File: src/rtl/tmr_cmp_pkg.sv
// Purpose: constants for the reload and compare value block
// Assumes: 32-bit AHB-Lite register bus, word-aligned registers
// Notes: control word and status word sit at offsets of this block's own
package tmr_cmp_pkg;
  localparam logic [7:0] off_reload = 8'h2c;
  localparam logic [7:0] off_ch1 = 8'h34;
  localparam logic [7:0] off_ch2 = 8'h38;
  localparam logic [7:0] off_ch3 = 8'h3c;
  localparam logic [7:0] off_ctrl = 8'h50;
  localparam logic [7:0] off_status = 8'h54;
  // control word fields
  localparam int ctrl_wide_bit = 0;
  localparam int ctrl_update_bit = 1;
  localparam int ctrl_preload_lsb = 4;
  localparam int ctrl_enable_lsb = 8;
  localparam int ctrl_dir_lsb = 12;
  localparam logic [31:0] value_reset = 32'h0000_0000;
  localparam logic [1:0] dir_output = 2'h0;
  localparam int num_ch = 3;
  typedef enum logic [1:0] {bus_idle = 2'b00, bus_write = 2'b01, bus_read = 2'b11} bus_state_t;
endpackage

File: src/rtl/tmr_chan_if.sv
`timescale 1ns/100ps
// Purpose: groups one channel's controls and results
// Assumes: one instance per channel
// Notes: controls driven by the top, value and wave driven by the channel module
interface tmr_chan_if;
  logic is_output;
  logic preload_en;
  logic chan_en;
  logic wide;
  logic sw_write;
  logic [31:0] sw_data;
  logic update;
  logic capture_in;
  logic [31:0] counter;
  logic [31:0] value;
  logic wave;
  modport top (output is_output, preload_en, chan_en, wide, sw_write, sw_data, update, capture_in, counter,
               input value, wave);
  modport chan (input is_output, preload_en, chan_en, wide, sw_write, sw_data, update, capture_in, counter,
                output value, wave);
endinterface

File: src/rtl/tmr_chan.sv
`timescale 1ns/100ps
// Purpose: one capture/compare channel: preload, active compare, capture
// Assumes: capture_in is synchronous to hclk
// Notes: capture fires on rising edge of capture_in
module tmr_chan (
  // clock and reset
  input wire logic hclk,
  input wire logic hresetn,
  // channel group
  tmr_chan_if.chan c
);
  logic [31:0] preload_r;
  logic [31:0] active_r;
  logic cap_d_r;
  logic wave_r;
  logic [31:0] wdata;

  // upper half is dropped unless wide counting is on
  assign wdata = c.wide ? c.sw_data : {16'h0000, c.sw_data[15:0]};

  // preload value, shown to software; capture overwrites it in input mode
  always_ff @(posedge hclk or negedge hresetn) begin
    if (!hresetn) begin
      preload_r <= tmr_cmp_pkg::value_reset;
    end else if (!c.is_output && c.chan_en && c.capture_in && !cap_d_r) begin
      preload_r <= c.wide ? c.counter : {16'h0000, c.counter[15:0]};
    end else if (c.sw_write) begin
      preload_r <= wdata;
    end
  end

  // active compare register: at once without preload, on update with it
  always_ff @(posedge hclk or negedge hresetn) begin
    if (!hresetn) begin
      active_r <= tmr_cmp_pkg::value_reset;
    end else if (c.is_output && c.sw_write && !c.preload_en) begin
      active_r <= wdata;
    end else if (c.is_output && c.update && c.preload_en) begin
      active_r <= preload_r;
    end
  end

  // edge detect history and compare result
  always_ff @(posedge hclk or negedge hresetn) begin
    if (!hresetn) begin
      cap_d_r <= 1'b0;
      wave_r <= 1'b0;
    end else begin
      cap_d_r <= c.capture_in;
      wave_r <= c.is_output && c.chan_en && (c.counter < active_r);
    end
  end

  assign c.value = preload_r;
  assign c.wave = wave_r;
endmodule

File: src/rtl/tmr_cmp_top.sv
`timescale 1ns/100ps
// Purpose: reload and compare value registers of a general timer
// Assumes: AHB-Lite single word transfers, inputs synchronous to hclk
// Notes: writes take effect at the data-phase edge; one wait state on reads

// Contract
// - the reload register is a preload feeding a separate active reload register.
// - the counter holds still while the active reload value is zero.
// - the reload value is 32 bits only on wide-capable instances with wide counting on.
// - channel values are 32 bits on wide-capable instances with wide counting on, else 16.
// - with preload off, an output channel write goes to the active compare at once.
// - with preload on, the written value reaches the active compare on an update event.
// - each channel picks preload or immediate from its own preload enable bit.
// - each enabled output channel compares its active value with the counter to make its waveform; other channels hold their waveform low.
// - an input channel's value register returns the counter caught at its last capture or the value last written by software, whichever came later.
// - direction field 00 means output compare, any other value means capture input; ch2's field is not stored, so ch2 is always output compare.
// - capture happens only while the channel enable bit is set.
module tmr_cmp_top #(
  parameter bit wide_capable = 1'b1
) (
  // clock and reset
  input wire logic hclk,
  input wire logic hresetn,
  // ahb-lite slave
  input wire logic hsel,
  input wire logic [31:0] haddr,
  input wire logic [1:0] htrans,
  input wire logic hwrite,
  input wire logic [2:0] hsize,
  input wire logic [31:0] hwdata,
  input wire logic hready,
  output logic [31:0] hrdata,
  output logic hreadyout,
  output logic hresp,
  // timer side
  input wire logic update_event,
  input wire logic ch1_capture_input,
  input wire logic ch2_capture_input,
  input wire logic ch3_capture_input,
  output logic [31:0] running_counter,
  output logic ch1_wave_out,
  output logic ch2_wave_out,
  output logic ch3_wave_out
);
  tmr_chan_if ch [tmr_cmp_pkg::num_ch] ();

  tmr_cmp_pkg::bus_state_t state_r;
  logic [7:0] addr_r;
  logic [31:0] reload_pre_r;
  logic [31:0] reload_act_r;
  logic [31:0] ctrl_r;
  logic [31:0] cnt_r;
  logic [31:0] rdata_r;
  logic wide;
  logic wr_en;
  logic [31:0] ch_value [tmr_cmp_pkg::num_ch];
  logic [tmr_cmp_pkg::num_ch-1:0] wave;
  logic [tmr_cmp_pkg::num_ch-1:0] cap_in;
  logic [31:0] wdata_trim;
  logic sw_update;

  // channel number for a given offset, num_ch if none
  function automatic logic [1:0] chan_of(input logic [7:0] a);
    case (a)
      tmr_cmp_pkg::off_ch1: chan_of = 2'h0;
      tmr_cmp_pkg::off_ch2: chan_of = 2'h1;
      tmr_cmp_pkg::off_ch3: chan_of = 2'h2;
      default: chan_of = 2'h3;
    endcase
  endfunction

  // direction field of a channel, output when 00
  function automatic logic is_out(input logic [31:0] ctl, input int n);
    is_out = ctl[tmr_cmp_pkg::ctrl_dir_lsb + 2*n +: 2] == tmr_cmp_pkg::dir_output;
  endfunction

  assign wide = wide_capable && ctrl_r[tmr_cmp_pkg::ctrl_wide_bit];
  assign wr_en = state_r == tmr_cmp_pkg::bus_write;
  assign wdata_trim = wide ? hwdata : {16'h0000, hwdata[15:0]};
  assign sw_update = wr_en && addr_r == tmr_cmp_pkg::off_ctrl && hwdata[tmr_cmp_pkg::ctrl_update_bit];
  assign cap_in = {ch3_capture_input, ch2_capture_input, ch1_capture_input};

  // per-channel wiring
  for (genvar i = 0; i < tmr_cmp_pkg::num_ch; i++) begin : g_ch
    assign ch[i].is_output = is_out(ctrl_r, i);
    assign ch[i].preload_en = ctrl_r[tmr_cmp_pkg::ctrl_preload_lsb + i];
    assign ch[i].chan_en = ctrl_r[tmr_cmp_pkg::ctrl_enable_lsb + i];
    assign ch[i].wide = wide;
    assign ch[i].sw_write = wr_en && chan_of(addr_r) == 2'(i);
    assign ch[i].sw_data = hwdata;
    assign ch[i].update = update_event || sw_update;
    assign ch[i].capture_in = cap_in[i];
    assign ch[i].counter = cnt_r;
    assign ch_value[i] = ch[i].value;
    assign wave[i] = ch[i].wave;
    tmr_chan u_chan (
      .hclk(hclk),
      .hresetn(hresetn),
      .c(ch[i])
    );
  end

  // bus phase tracker: remembers the address phase for the data phase
  always_ff @(posedge hclk or negedge hresetn) begin
    if (!hresetn) begin
      state_r <= tmr_cmp_pkg::bus_idle;
      addr_r <= 8'h00;
    end else if (hready) begin
      addr_r <= haddr[7:0];
      case ({hsel && htrans[1], hwrite})
        2'b11: state_r <= tmr_cmp_pkg::bus_write;
        2'b10: state_r <= tmr_cmp_pkg::bus_read;
        default: state_r <= tmr_cmp_pkg::bus_idle;
      endcase
    end
  end

  // ready is low for one cycle on reads so read data come from a register
  always_ff @(posedge hclk or negedge hresetn) begin
    if (!hresetn) begin
      hreadyout <= 1'b1;
      hrdata <= 32'h0000_0000;
    end else if (hready && hsel && htrans[1] && !hwrite) begin
      hreadyout <= 1'b0;
    end else begin
      hreadyout <= 1'b1;
      // load only at the end of the wait state, so read data stand until the next read
      if (!hreadyout) begin
        hrdata <= rdata_r;
      end
    end
  end

  // read mux for the pending address phase
  always_comb begin
    rdata_r = 32'h0000_0000;
    case (addr_r)
      tmr_cmp_pkg::off_reload: rdata_r = reload_pre_r;
      tmr_cmp_pkg::off_ch1: rdata_r = ch_value[0];
      tmr_cmp_pkg::off_ch2: rdata_r = ch_value[1];
      tmr_cmp_pkg::off_ch3: rdata_r = ch_value[2];
      tmr_cmp_pkg::off_ctrl: rdata_r = ctrl_r & 32'h0003_3f71;
      tmr_cmp_pkg::off_status: rdata_r = {28'h0000000, reload_act_r == 32'h0, wave};
      default: rdata_r = 32'h0000_0000;
    endcase
  end

  // control word; update bit is a strobe and is not stored
  always_ff @(posedge hclk or negedge hresetn) begin
    if (!hresetn) begin
      ctrl_r <= 32'h0000_0000;
    end else if (wr_en && addr_r == tmr_cmp_pkg::off_ctrl) begin
      ctrl_r <= hwdata & 32'h0003_3f71; // ch1 and ch3 direction fields are kept; ch2's field (bits 15:14) is dropped
    end
  end

  // reload preload, moved to the active reload only on an update
  always_ff @(posedge hclk or negedge hresetn) begin
    if (!hresetn) begin
      reload_pre_r <= tmr_cmp_pkg::value_reset;
      reload_act_r <= tmr_cmp_pkg::value_reset;
    end else begin
      if (wr_en && addr_r == tmr_cmp_pkg::off_reload) begin
        reload_pre_r <= wdata_trim;
      end
      if (update_event || sw_update) begin
        reload_act_r <= reload_pre_r;
      end
    end
  end

  // minimal up counter so compare and capture have a reference
  always_ff @(posedge hclk or negedge hresetn) begin
    if (!hresetn) begin
      cnt_r <= 32'h0000_0000;
    end else if (reload_act_r == 32'h0000_0000) begin
      cnt_r <= cnt_r; // stopped while reload is zero
    end else if (cnt_r >= reload_act_r) begin
      cnt_r <= 32'h0000_0000;
    end else begin
      cnt_r <= wide ? cnt_r + 32'h1 : {16'h0000, cnt_r[15:0] + 16'h1};
    end
  end

  // registered outputs
  always_ff @(posedge hclk or negedge hresetn) begin
    if (!hresetn) begin
      running_counter <= 32'h0000_0000;
      {ch3_wave_out, ch2_wave_out, ch1_wave_out} <= 3'h0;
    end else begin
      running_counter <= cnt_r;
      {ch3_wave_out, ch2_wave_out, ch1_wave_out} <= wave;
    end
  end

  // response is always okay; kept in a flop so every output is registered
  always_ff @(posedge hclk or negedge hresetn) begin
    if (!hresetn) begin
      hresp <= 1'b0;
    end else begin
      hresp <= 1'b0;
    end
  end
endmodule

File: config.mk
export PLATFORM = sky130hd
export DESIGN_NAME = tmr_cmp_top
export DESIGN_NICKNAME = d
export VERILOG_FILES = /design/src/rtl/tmr_cmp_pkg.sv /design/src/rtl/tmr_chan_if.sv /design/src/rtl/tmr_chan.sv /design/src/rtl/tmr_cmp_top.sv
export SDC_FILE = /design/constraint.sdc
export NUM_CORES = 1
export LEC_CHECK = 0
export BUFFER_PORTS_ARGS = -buffer_cell sky130_fd_sc_hd__buf_2
export CAP_MARGIN = 20
export CORE_ASPECT_RATIO = 0.7
export CORE_MARGIN = 4
export CORE_UTILIZATION = 40
export DETAILED_ROUTE_END_ITERATION = 8
export PLACE_DENSITY = 0.62
export SLEW_MARGIN = 10
export SYNTH_ARGS = -nofsm -noshare
export SYNTH_HDL_FRONTEND = slang
export SYNTH_SLANG_ARGS = --single-unit
export TNS_END_PERCENT = 100
File: constraint.sdc
create_clock -name hclk -period 2.7 [get_ports hclk]
set_input_delay 0.405 -clock hclk [delete_from_list [all_inputs] [get_ports hclk]]
set_output_delay 0.405 -clock hclk [all_outputs]
set_load 0.01 [all_outputs]
== After elaboration in Yosys (flattened, before gate mapping) ==
Index checks and enable logic that the tools add are counted.
Operators by class
  add/sub/neg operators: 2
  $lt $le $gt $ge: 4
  eq/ne operators: 11
  multiplexer cells: 19
  bitwise operators: 2
  reduce and logical (&&, ||, !) cells: 50
Operators with widths (number)
  32-bit two-way mux: 15
  32-bit case mux with 6 select lines: 1
  32-bit less-than comparator: 3
  32-bit by 1-bit adder with 32-bit output, second input constant: 1
  8-bit by 6-bit == test with 1-bit output, second input constant: 4
  32-bit greater-or-equal comparator: 1
  32-bit zero test: 1
  1-bit logical AND: 31
  16-bit by 1-bit adder with 16-bit output, second input constant: 1
  8-bit by 7-bit == test with 1-bit output, second input constant: 2
  2-bit nonzero test: 5
  1-bit zero test: 8
  2-bit == test, second input constant: 3
  2-bit zero test: 3
  2-bit case mux with 3 select lines: 1
  2-bit by 1-bit == test with 1-bit output, second input constant: 2
  2-bit case mux with 2 select lines: 1
  1-bit NOT: 2
  2-bit AND reduction: 1
  1-bit logical OR: 1
  1-bit two-way mux: 1
Word-level totals
  bits in registers: 383
  input bits: 78
  output and inout port bits: 69
  word-level logic and storage cells: 111

== Logic depth before layout (Yosys ltp) ==
Gate-level depths: netlist (run 1).
  depth after elaboration: 8
  depth in mapped cells: 11
  mapped depth without buffers: 9

== Hierarchy ==
A second synthesis (run 1) with hierarchy kept.
Unflattened totals
  cells, all modules: 2007
  area, all modules: 20303.2 µm²
Modules (own cells, without submodules)
  tmr_chan: times used 3, cells an instance 381, area each 3784.9 µm², sequential area each 1651.6 µm²
  tmr_cmp_top: times used 1, cells an instance 864, area each 8948.6 µm², sequential area each 4655.7 µm²

== Least setup slack after synthesis (run 1) ==
OpenSTA, ideal clock, no wires.
  path type: register to register
  from: reg cnt_r[30], in the netlist ch[0].counter[30]
  to: reg cnt_r[19], in the netlist ch[0].counter[19]
  setup time: 0.083 ns
  arrival time: 2.298 ns
  data required time: 2.617 ns
  setup slack: 0.319 ns
  stages on the path, launching flop included: 10
  buffers on the path: 1
  clock period less this slack: 2.381 ns
  cell sequence: dfrtp_1 -> ha_1 -> a21oi_1 -> nand2_1 -> a221o_1 -> nor3_4 -> nand4_1 -> buf_2 -> or3_1 -> o21ai_0
Between the ends
  longest elaborated chain between the ends: 2
RTL lines
  from (decl): RTL line tmr_cmp_top.sv:52  | logic [31:0] cnt_r;
  from (signal assigned): RTL line tmr_cmp_top.sv:177  | cnt_r <= cnt_r;
  from (signal assigned): RTL line tmr_cmp_top.sv:181  | cnt_r <= wide ? cnt_r + 32'h1 : {16'h0000, cnt_r[15:0] + 16'h1};
  32-bit greater-or-equal comparator: RTL line tmr_cmp_top.sv:178  | end else if (cnt_r >= reload_act_r) begin
  32-bit two-way mux: RTL line tmr_cmp_top.sv:178
Every way passes these cells.
A chain may end at the register's enable or synchronous reset.

== Worst setup path in the final report (run 1) ==
  from: reg cnt_r[5], in the netlist ch[0].counter[5]
  to: reg g_ch[0].u_chan.wave_r
Between the ends
  longest elaborated chain between the ends: 2
RTL lines
  32-bit less-than comparator: RTL line tmr_chan.sv:50  | wave_r <= c.is_output && c.chan_en && (c.counter < active_r);
  1-bit logical AND: RTL line tmr_chan.sv:50
  to (signal assigned): RTL line tmr_chan.sv:50
  to (decl): RTL line tmr_chan.sv:15  | logic wave_r;
Every way passes these cells.

==> flow_metrics.env, run 1 <==
export IMPL_use_met3_pct=7.84
export IMPL_cts_buffers=40
export IMPL_crit_slowest_cell="dfrtp_1"
export IMPL_crit_required_ns=3.14
export IMPL_ys_types=64
export IMPL_fin_nets=2415
export IMPL_final_common_cell="dfrtp_1"
export IMPL_clkSlewWorstSetupHoldPaths_ns=0.06
export IMPL_ff2ff_path_depth=11
export IMPL_maxSlewViolCount=0
export IMPL_met2_usage_pct=32.7
export IMPL_clk_latency_ns=0.55
export IMPL_postSynthCellCount=2042
export IMPL_grt_remaining_overflow=0
export IMPL_synth_flop_cell="dfrtp_1"
export IMPL_routed_via_count=16700
export IMPL_worst_pin_slew_ns=0.843
export IMPL_fp_dieW_um=274
export IMPL_drv_cap=0
export IMPL_endpoint_kind="register"
export IMPL_yosysWarnings=0
export IMPL_grt_busiest_layer="met1"
export IMPL_design_die_area_sq_um=53100
export IMPL_timing_final_ws_setup_ns=0.0159
export IMPL_antenna_found_initial=5
export IMPL_holdWs_ns=0.0246
export IMPL_finalHoldViolCount=0
export IMPL_dp_hpwl_um=46200
export IMPL_die_y_um=194
export IMPL_place_area_sq_um=21800
export IMPL_crit_path_start_kind="register"
export IMPL_final_cell_mix="379 x dfrtp_1, 348 x nand2_1, 176 x o21ai_0, 139 x inv_1, 123 x ha_1"
export IMPL_powerDensity_nw_per_um2=650
export IMPL_grt_max_degree=75
export IMPL_cts_buffer_depth=3
export IMPL_h_tree_depth=2
export IMPL_cts_sinks=383
export IMPL_crit_fanout=3
export IMPL_fin_cells=2896
export IMPL_cp_cell_sequence="buf_6 -> buf_12 -> buf_4 -> ha_1 -> a21oi_1 -> nor2_1 -> a2111oi_1 -> o21ai_0 -> nand2_1 -> a31oi_1 -> nor3_2"
export IMPL_critPathCapture="g_ch[0].u_chan.c.wave$_DFF_PN0_"
export IMPL_drt_pass1_iter_count=6
export IMPL_num_io_pins=147
export IMPL_vias_per_cell=5.76
export IMPL_pre_cts_ws_ns=-0.0614
export IMPL_area_growth_pct=18.4
export IMPL_gp_congestion=0.917
export IMPL_design_core_area_sq_um=48400
export IMPL_drive_above_1_share_pct=17.9
export IMPL_async_flop_share_pct=100
export IMPL_synth_edf_count=0
export IMPL_r2r_end="g_ch[0].u_chan.c.wave$_DFF_PN0_"
export IMPL_finalSetupViolations=0
export IMPL_fmax_ghz=0.373
export IMPL_min_path_type="in2reg"
export IMPL_wl_um=64500
export IMPL_criticalPathCategory="reg2reg"
export IMPL_fin_area_sq_um=23400
export IMPL_crit_path_start="ch[0].counter[5]$_DFFE_PN0P_"
export IMPL_io_buffers=116
export IMPL_root_buffer="clkbuf_16"
export IMPL_track_usage_pct=23.8
export IMPL_cts_tree="built"
export IMPL_outcome="completed"
export IMPL_relSlewSlack_pct=43.8
export IMPL_finalSetupTns_ns=0
export IMPL_drtIter0Drc=1637
export IMPL_grt_pass1_wl_um=98100
export IMPL_grt_pass1_vias=16000
export IMPL_initial_utilization_pct=40.8
export IMPL_grt_use_met1_pct=36.2
export IMPL_leakagePower_nw=11.2
export IMPL_r2r_start="ch[0].counter[5]$_DFFE_PN0P_"
export IMPL_std_cell_rows=67
export IMPL_finalCritPeriodShare_pct=99.4
export IMPL_synth_ff_latch_count=383
export IMPL_drtAntennaViolNets=0
export IMPL_avgSynthCellArea_sq_um=9.67
export IMPL_seq_area_frac_synth_pct=48.5
export IMPL_syn_area_sq_um=19800
export IMPL_critical_path_arrival_ns=3.13
export IMPL_drc=0
export IMPL_fin_crit_ns=2.68
export IMPL_finalClockSkew_ns=0.0192
export IMPL_rrSetupSlack_ns=0.02
export IMPL_syn_num_nets=2246
export IMPL_wl_per_cell_um=22.3
export IMPL_ir_drop_mv=0.358
export IMPL_cpPeakStageDelay_ns=0.43
export IMPL_dpl_cell_count=2811
==> cell type report <==
class	count	area, sq um
diodes	1	2.50
inverters	139	522
multi-input cells	1402	9280
repair buffers	245	1750
fillers	4475	25000
clock inverters	11	238
flip-flops and latches	383	9590
clock buffers	60	1190
well taps	655	820
==> power breakdown <==
part	internal, W	leakage (nW)	total, W	switching [W]
Clock	0.00371	0.698	0.00610	0.00239
Sequential	0.00643	4.70	0.00693	0.000507
Combinational	0.000856	5.78	0.00216	0.00131
==> routing by layer <==
layer	up-vias	wire [um]	part of all wire (%)
met2	739	26100	40
li1	7606	-	-
met3	100	7420	11
met1	8225	29600	46
met5	-	53	0.082
met4	8	1320	2.0
==> stage by stage <==
stage / total power (W) / utilization (%)
6_report: 0.0152 / 48.4
5_1_grt: 0.0159 / 48.4
4_1_cts: 0.0152 / 48.0
3_5_place_dp: 0.00914 / 45.0
3_3_place_gp: 0.00904 / 45.0
2_1_floorplan: 0.00824 / -
==> flip-flops by register name, summed over array words and instances, names as in the netlist <==
| signal | flops |
|---|---|
| hrdata | 32 |
| g_ch.u_chan.cap_d_r | 2 |
| g_ch.u_chan.c.value | 96 |
| ctrl_r | 12 |
| hreadyout | 1 |
| g_ch.u_chan.active_r | 96 |
| ch.counter | 32 |
| reload_pre_r | 32 |
| ch2_wave_out | 1 |
| ch3_wave_out | 1 |
| addr_r | 8 |
| reload_act_r | 32 |
| g_ch.u_chan.c.wave | 3 |
| state_r | 2 |
| ch1_wave_out | 1 |
| running_counter | 32 |
==> worst min path at each step <==
stage	slack, ns	depth (start not counted)	endpoint	start
3_5_place_dp	0.39	1	running_counter[11]$_DFF_PN0_	hresetn
5_1_grt	0.009	1	g_ch[0].u_chan.cap_d_r$_DFF_PN0_	ch1_capture_input
4_1_cts	0.007	1	g_ch[0].u_chan.cap_d_r$_DFF_PN0_	ch1_capture_input
3_3_place_gp	0.39	1	running_counter[11]$_DFF_PN0_	hresetn
6_report	0.02	1	g_ch[0].u_chan.cap_d_r$_DFF_PN0_	ch1_capture_input
2_1_floorplan	0.11	0	addr_r[0]$_DFFE_PN0P_	hresetn
==> cell usage after synthesis (5+ instances only) <==
cell type / count / area share, %
or2_2: 5 / 0.16
nand2b_1: 7 / 0.22
a222oi_1: 17 / 0.86
o21ai_0: 178 / 4.5
dfrtp_1: 382 / 48
nand2_1: 350 / 6.7
o211ai_1: 7 / 0.27
buf_2: 36 / 0.91
a211oi_1: 11 / 0.42
nor3_1: 15 / 0.38
a22oi_1: 32 / 1.2
nand3_1: 30 / 0.76
o31ai_1: 34 / 1.3
a221o_1: 12 / 0.61
and4_1: 6 / 0.27
nor2b_1: 9 / 0.29
a21o_1: 14 / 0.53
inv_1: 139 / 2.6
nor4_1: 13 / 0.41
a31oi_1: 13 / 0.41
a21oi_1: 97 / 2.5
ha_1: 126 / 8.0
mux2_2: 51 / 2.9
buf_1: 6 / 0.11
mux2i_1: 95 / 4.8
a221oi_1: 18 / 0.80
nand4_1: 44 / 1.4
a21boi_0: 17 / 0.65
nor2_1: 107 / 2.0
clkbuf_1: 71 / 1.3
and3_1: 6 / 0.19
a32oi_1: 17 / 0.75
or3_1: 12 / 0.38
a31o_2: 7 / 0.31
==> worst max-delay path, delay by kind of cell (launching register included) <==
family	cells	cell delay, ns
buf+inv	3	0.42
compound gates	4	0.94
flops	1	0.43
fa+ha+maj	1	0.31
simple gates	3	0.49
==> what timing repair did <==
action	4_1_cts	5_1_grt
pin swaps	0	6
setup buffers	0	10
resized for setup	2	19
endpoints found under the setup margin	1	17
hold endpoints to repair	53	0
cloned	0	1
hold buffers	2	0
==> kinds of logic (layout without fill, tap and decap cells) <==
group	count (synthesis)	count (layout)	share of synthesized area, %
adders and majority gates	126	126	7.98
muxes	146	146	7.72
buffers and inverters	257	455	5.19
other	1	2	0.0190
AOI/OAI and AO/OA	499	499	16.1
and+or+nand+nor	630	630	14.4
DFF	383	383	48.5
Note: power is estimated with default switching activity, not from simulation.
==> run 2: changes to the inputs <==
Settings changed: BUFFER_PORTS_ARGS -buffer_cell sky130_fd_sc_hd__buf_2 to unset, DONT_BUFFER_PORTS set to 1, PLACE_DENSITY 0.62 to 0.59.
Clock period 2.7 ns to 3.2 ns, I/O delays scaled along.
==> flow_metrics.env, run 2 (synthesis results as in run 1) <==
export IMPL_cts_tree="built"
export IMPL_final_common_cell="dfrtp_1"
export IMPL_wl_per_cell_um=23.6
export IMPL_cts_sinks=383
export IMPL_leakagePower_nw=10.3
export IMPL_drc=0
export IMPL_drtIter0Drc=1626
export IMPL_num_io_pins=147
export IMPL_holdWs_ns=-0.352
export IMPL_critPathTopFamily="compound AO/OA/AOI/OAI gates"
export IMPL_cts_buffer_depth=3
export IMPL_ff2ff_path_depth=9
export IMPL_vias_per_cell=5.84
export IMPL_drv_cap=0
export IMPL_drive_above_1_share_pct=11.0
export IMPL_routed_via_count=16000
export IMPL_grt_use_met1_pct=36.6
export IMPL_finalSetupTns_ns=0
export IMPL_clkSlewWorstSetupHoldPaths_ns=0.06
export IMPL_fin_area_sq_um=22200
export IMPL_initial_utilization_pct=40.8
export IMPL_crit_fanout=7
export IMPL_finalSetupViolations=0
export IMPL_track_usage_pct=23.8
export IMPL_finalCritPeriodShare_pct=89.3
export IMPL_powerDensity_nw_per_um2=556
export IMPL_worst_pin_slew_ns=1.23
export IMPL_min_path_type="in2async"
export IMPL_fin_crit_ns=2.86
export IMPL_area_growth_pct=12.2
export IMPL_root_buffer="clkbuf_16"
export IMPL_use_met3_pct=6.02
export IMPL_crit_path_start_kind="register"
export IMPL_design_die_area_sq_um=53100
export IMPL_relSlewSlack_pct=18.2
export IMPL_outcome="complete, but fails checks"
export IMPL_wl_um=64500
export IMPL_clk_latency_ns=0.56
export IMPL_rsz0062_at_grt="no"
export IMPL_path_buf_inv=1
export IMPL_antenna_found_initial=2
export IMPL_gp_congestion=0.854
export IMPL_io_buffers=0
export IMPL_violations="negative hold slack"
export IMPL_met2_usage_pct=33.9
export IMPL_cts_buffers=42
export IMPL_grt_pass1_wl_um=97600
export IMPL_grt_max_degree=384
export IMPL_grt_pass1_vias=15600
export IMPL_finalHoldViolCount=382
export IMPL_h_tree_depth=2
export IMPL_crit_slowest_cell="dfrtp_1"
export IMPL_grt_busiest_layer="met1"
export IMPL_fmax_ghz=0.350
export IMPL_final_cell_mix="382 x dfrtp_1, 348 x nand2_1, 178 x o21ai_0, 139 x inv_1, 126 x ha_1"
export IMPL_std_cell_rows=67
export IMPL_drt_pass1_iter_count=6
export IMPL_place_area_sq_um=20800
export IMPL_fp_dieW_um=274
export IMPL_endpoint_kind="register"
export IMPL_fill_cells=4551
export IMPL_drtAntennaViolNets=0
export IMPL_dp_hpwl_um=44500
export IMPL_cp_cell_sequence="ha_1 -> o21ai_0 -> a21oi_1 -> o31ai_1 -> buf_4 -> o211a_1 -> o41ai_1 -> a211o_1 -> a221oi_1"
export IMPL_worst_path_stages=9
export IMPL_die_y_um=194
export IMPL_crit_required_ns=3.64
export IMPL_grt_remaining_overflow=0
export IMPL_cpPeakStageDelay_ns=0.68
export IMPL_fin_nets=2255
export IMPL_postCtsHoldBufs=2
export IMPL_maxSlewViolCount=0
export IMPL_ir_drop_mv=0.393
export IMPL_critical_path_arrival_ns=3.30
export IMPL_finalClockSkew_ns=0.0181
export IMPL_criticalPathCategory="reg2reg"
export IMPL_design_core_area_sq_um=48400
-- run 2: cell types whose count changed in the layout (fill, tap and decap cells not counted), sizes merged --
cell      previous run  this run
buf                243        81
inv                141       140
bufinv               7         3
clkinvlp             0         1
clkinv               2         6
-- run 2: final timing paths --
path	from	to	slack (ns)
min in group hclk	hready	state_r[0]$_DFFE_PN0P_	0.02
hold reg to reg	g_ch[1].u_chan.active_r[4]$_DFFE_PN0P_	g_ch[1].u_chan.active_r[4]$_DFFE_PN0P_	0.48
hold / removal	hresetn	running_counter[10]$_DFF_PN0_	-0.35
setup / recovery	ch[0].counter[1]$_DFFE_PN0P_	g_ch[2].u_chan.c.wave$_DFF_PN0_	0.34
max in group asynchronous	hresetn	g_ch[1].u_chan.c.value[11]$_DFFE_PN0P_	2.57
setup reg to reg	ch[0].counter[1]$_DFFE_PN0P_	g_ch[2].u_chan.c.wave$_DFF_PN0_	0.34
-- run 2: cell type report --
type                            count  area (sq um)  share of cell area, %
Antenna cell                        1          2.50                 0.0113
Clock buffer                       60          1220                   5.50
Clock inverter                     11           136                  0.615
Inverter                          139           522                   2.35
Multi-Input combinational cell   1402          9200                   41.5
Sequential cell                   383          9590                   43.2
Tap cell                          655           820                   3.70
Timing Repair Buffer               83           678                   3.06
-- run 2: metrics by stage --
step	util [%]	hold slack (ns)	instances	worst slack, ns	total power [W]
after floorplan	-	0.184	2042	0.819	0.00695
final	45.8	-0.352	2734	0.341	0.0123
after detailed placement	42.9	0.199	2658	0.233	0.00746
after global placement	42.9	0.196	2658	0.306	0.00737
after CTS	45.8	-0.379	2731	0.216	0.0124
after global routing	45.8	-0.374	2733	0.247	0.0129
-- run 2: what timing repair did --
| item | 4_1_cts | 5_1_grt |
|---|---|---|
| resized for setup | 0 | 0 |
| setup endpoints to repair | 0 | 8 |
| endpoints found under the hold margin | 385 | 382 |
| buffers inserted | 0 | 2 |
-- run 2: power by group --
part | total, W | switching, W | internal, W | leakage (nW)
logic | 0.00153 | 0.000885 | 0.000643 | 4.93
registers | 0.00587 | 0.000451 | 0.00542 | 4.70
clock network | 0.00493 | 0.00204 | 0.00288 | 0.669
total | 0.0123 | 0.00338 | 0.00895 | 10.3
-- run 2: per-layer routing --
metal	share of wire, %	routed length, um	vias to the layer above
li1	-	-	7242
met5	0.079	51	-
met2	41	26700	647
met1	46	29800	7980
met4	1.9	1230	2
met3	10	6700	86
-- run 2: worst register-to-register path, stage by stage, from the launching register on --
cell      delay, ns
dfrtp_1        0.68
ha_1           0.33
o21ai_0        0.15
a21oi_1        0.07
o31ai_1        0.32
buf_4          0.20
o211a_1        0.19
o41ai_1        0.11
a211o_1        0.41
a221oi_1       0.31
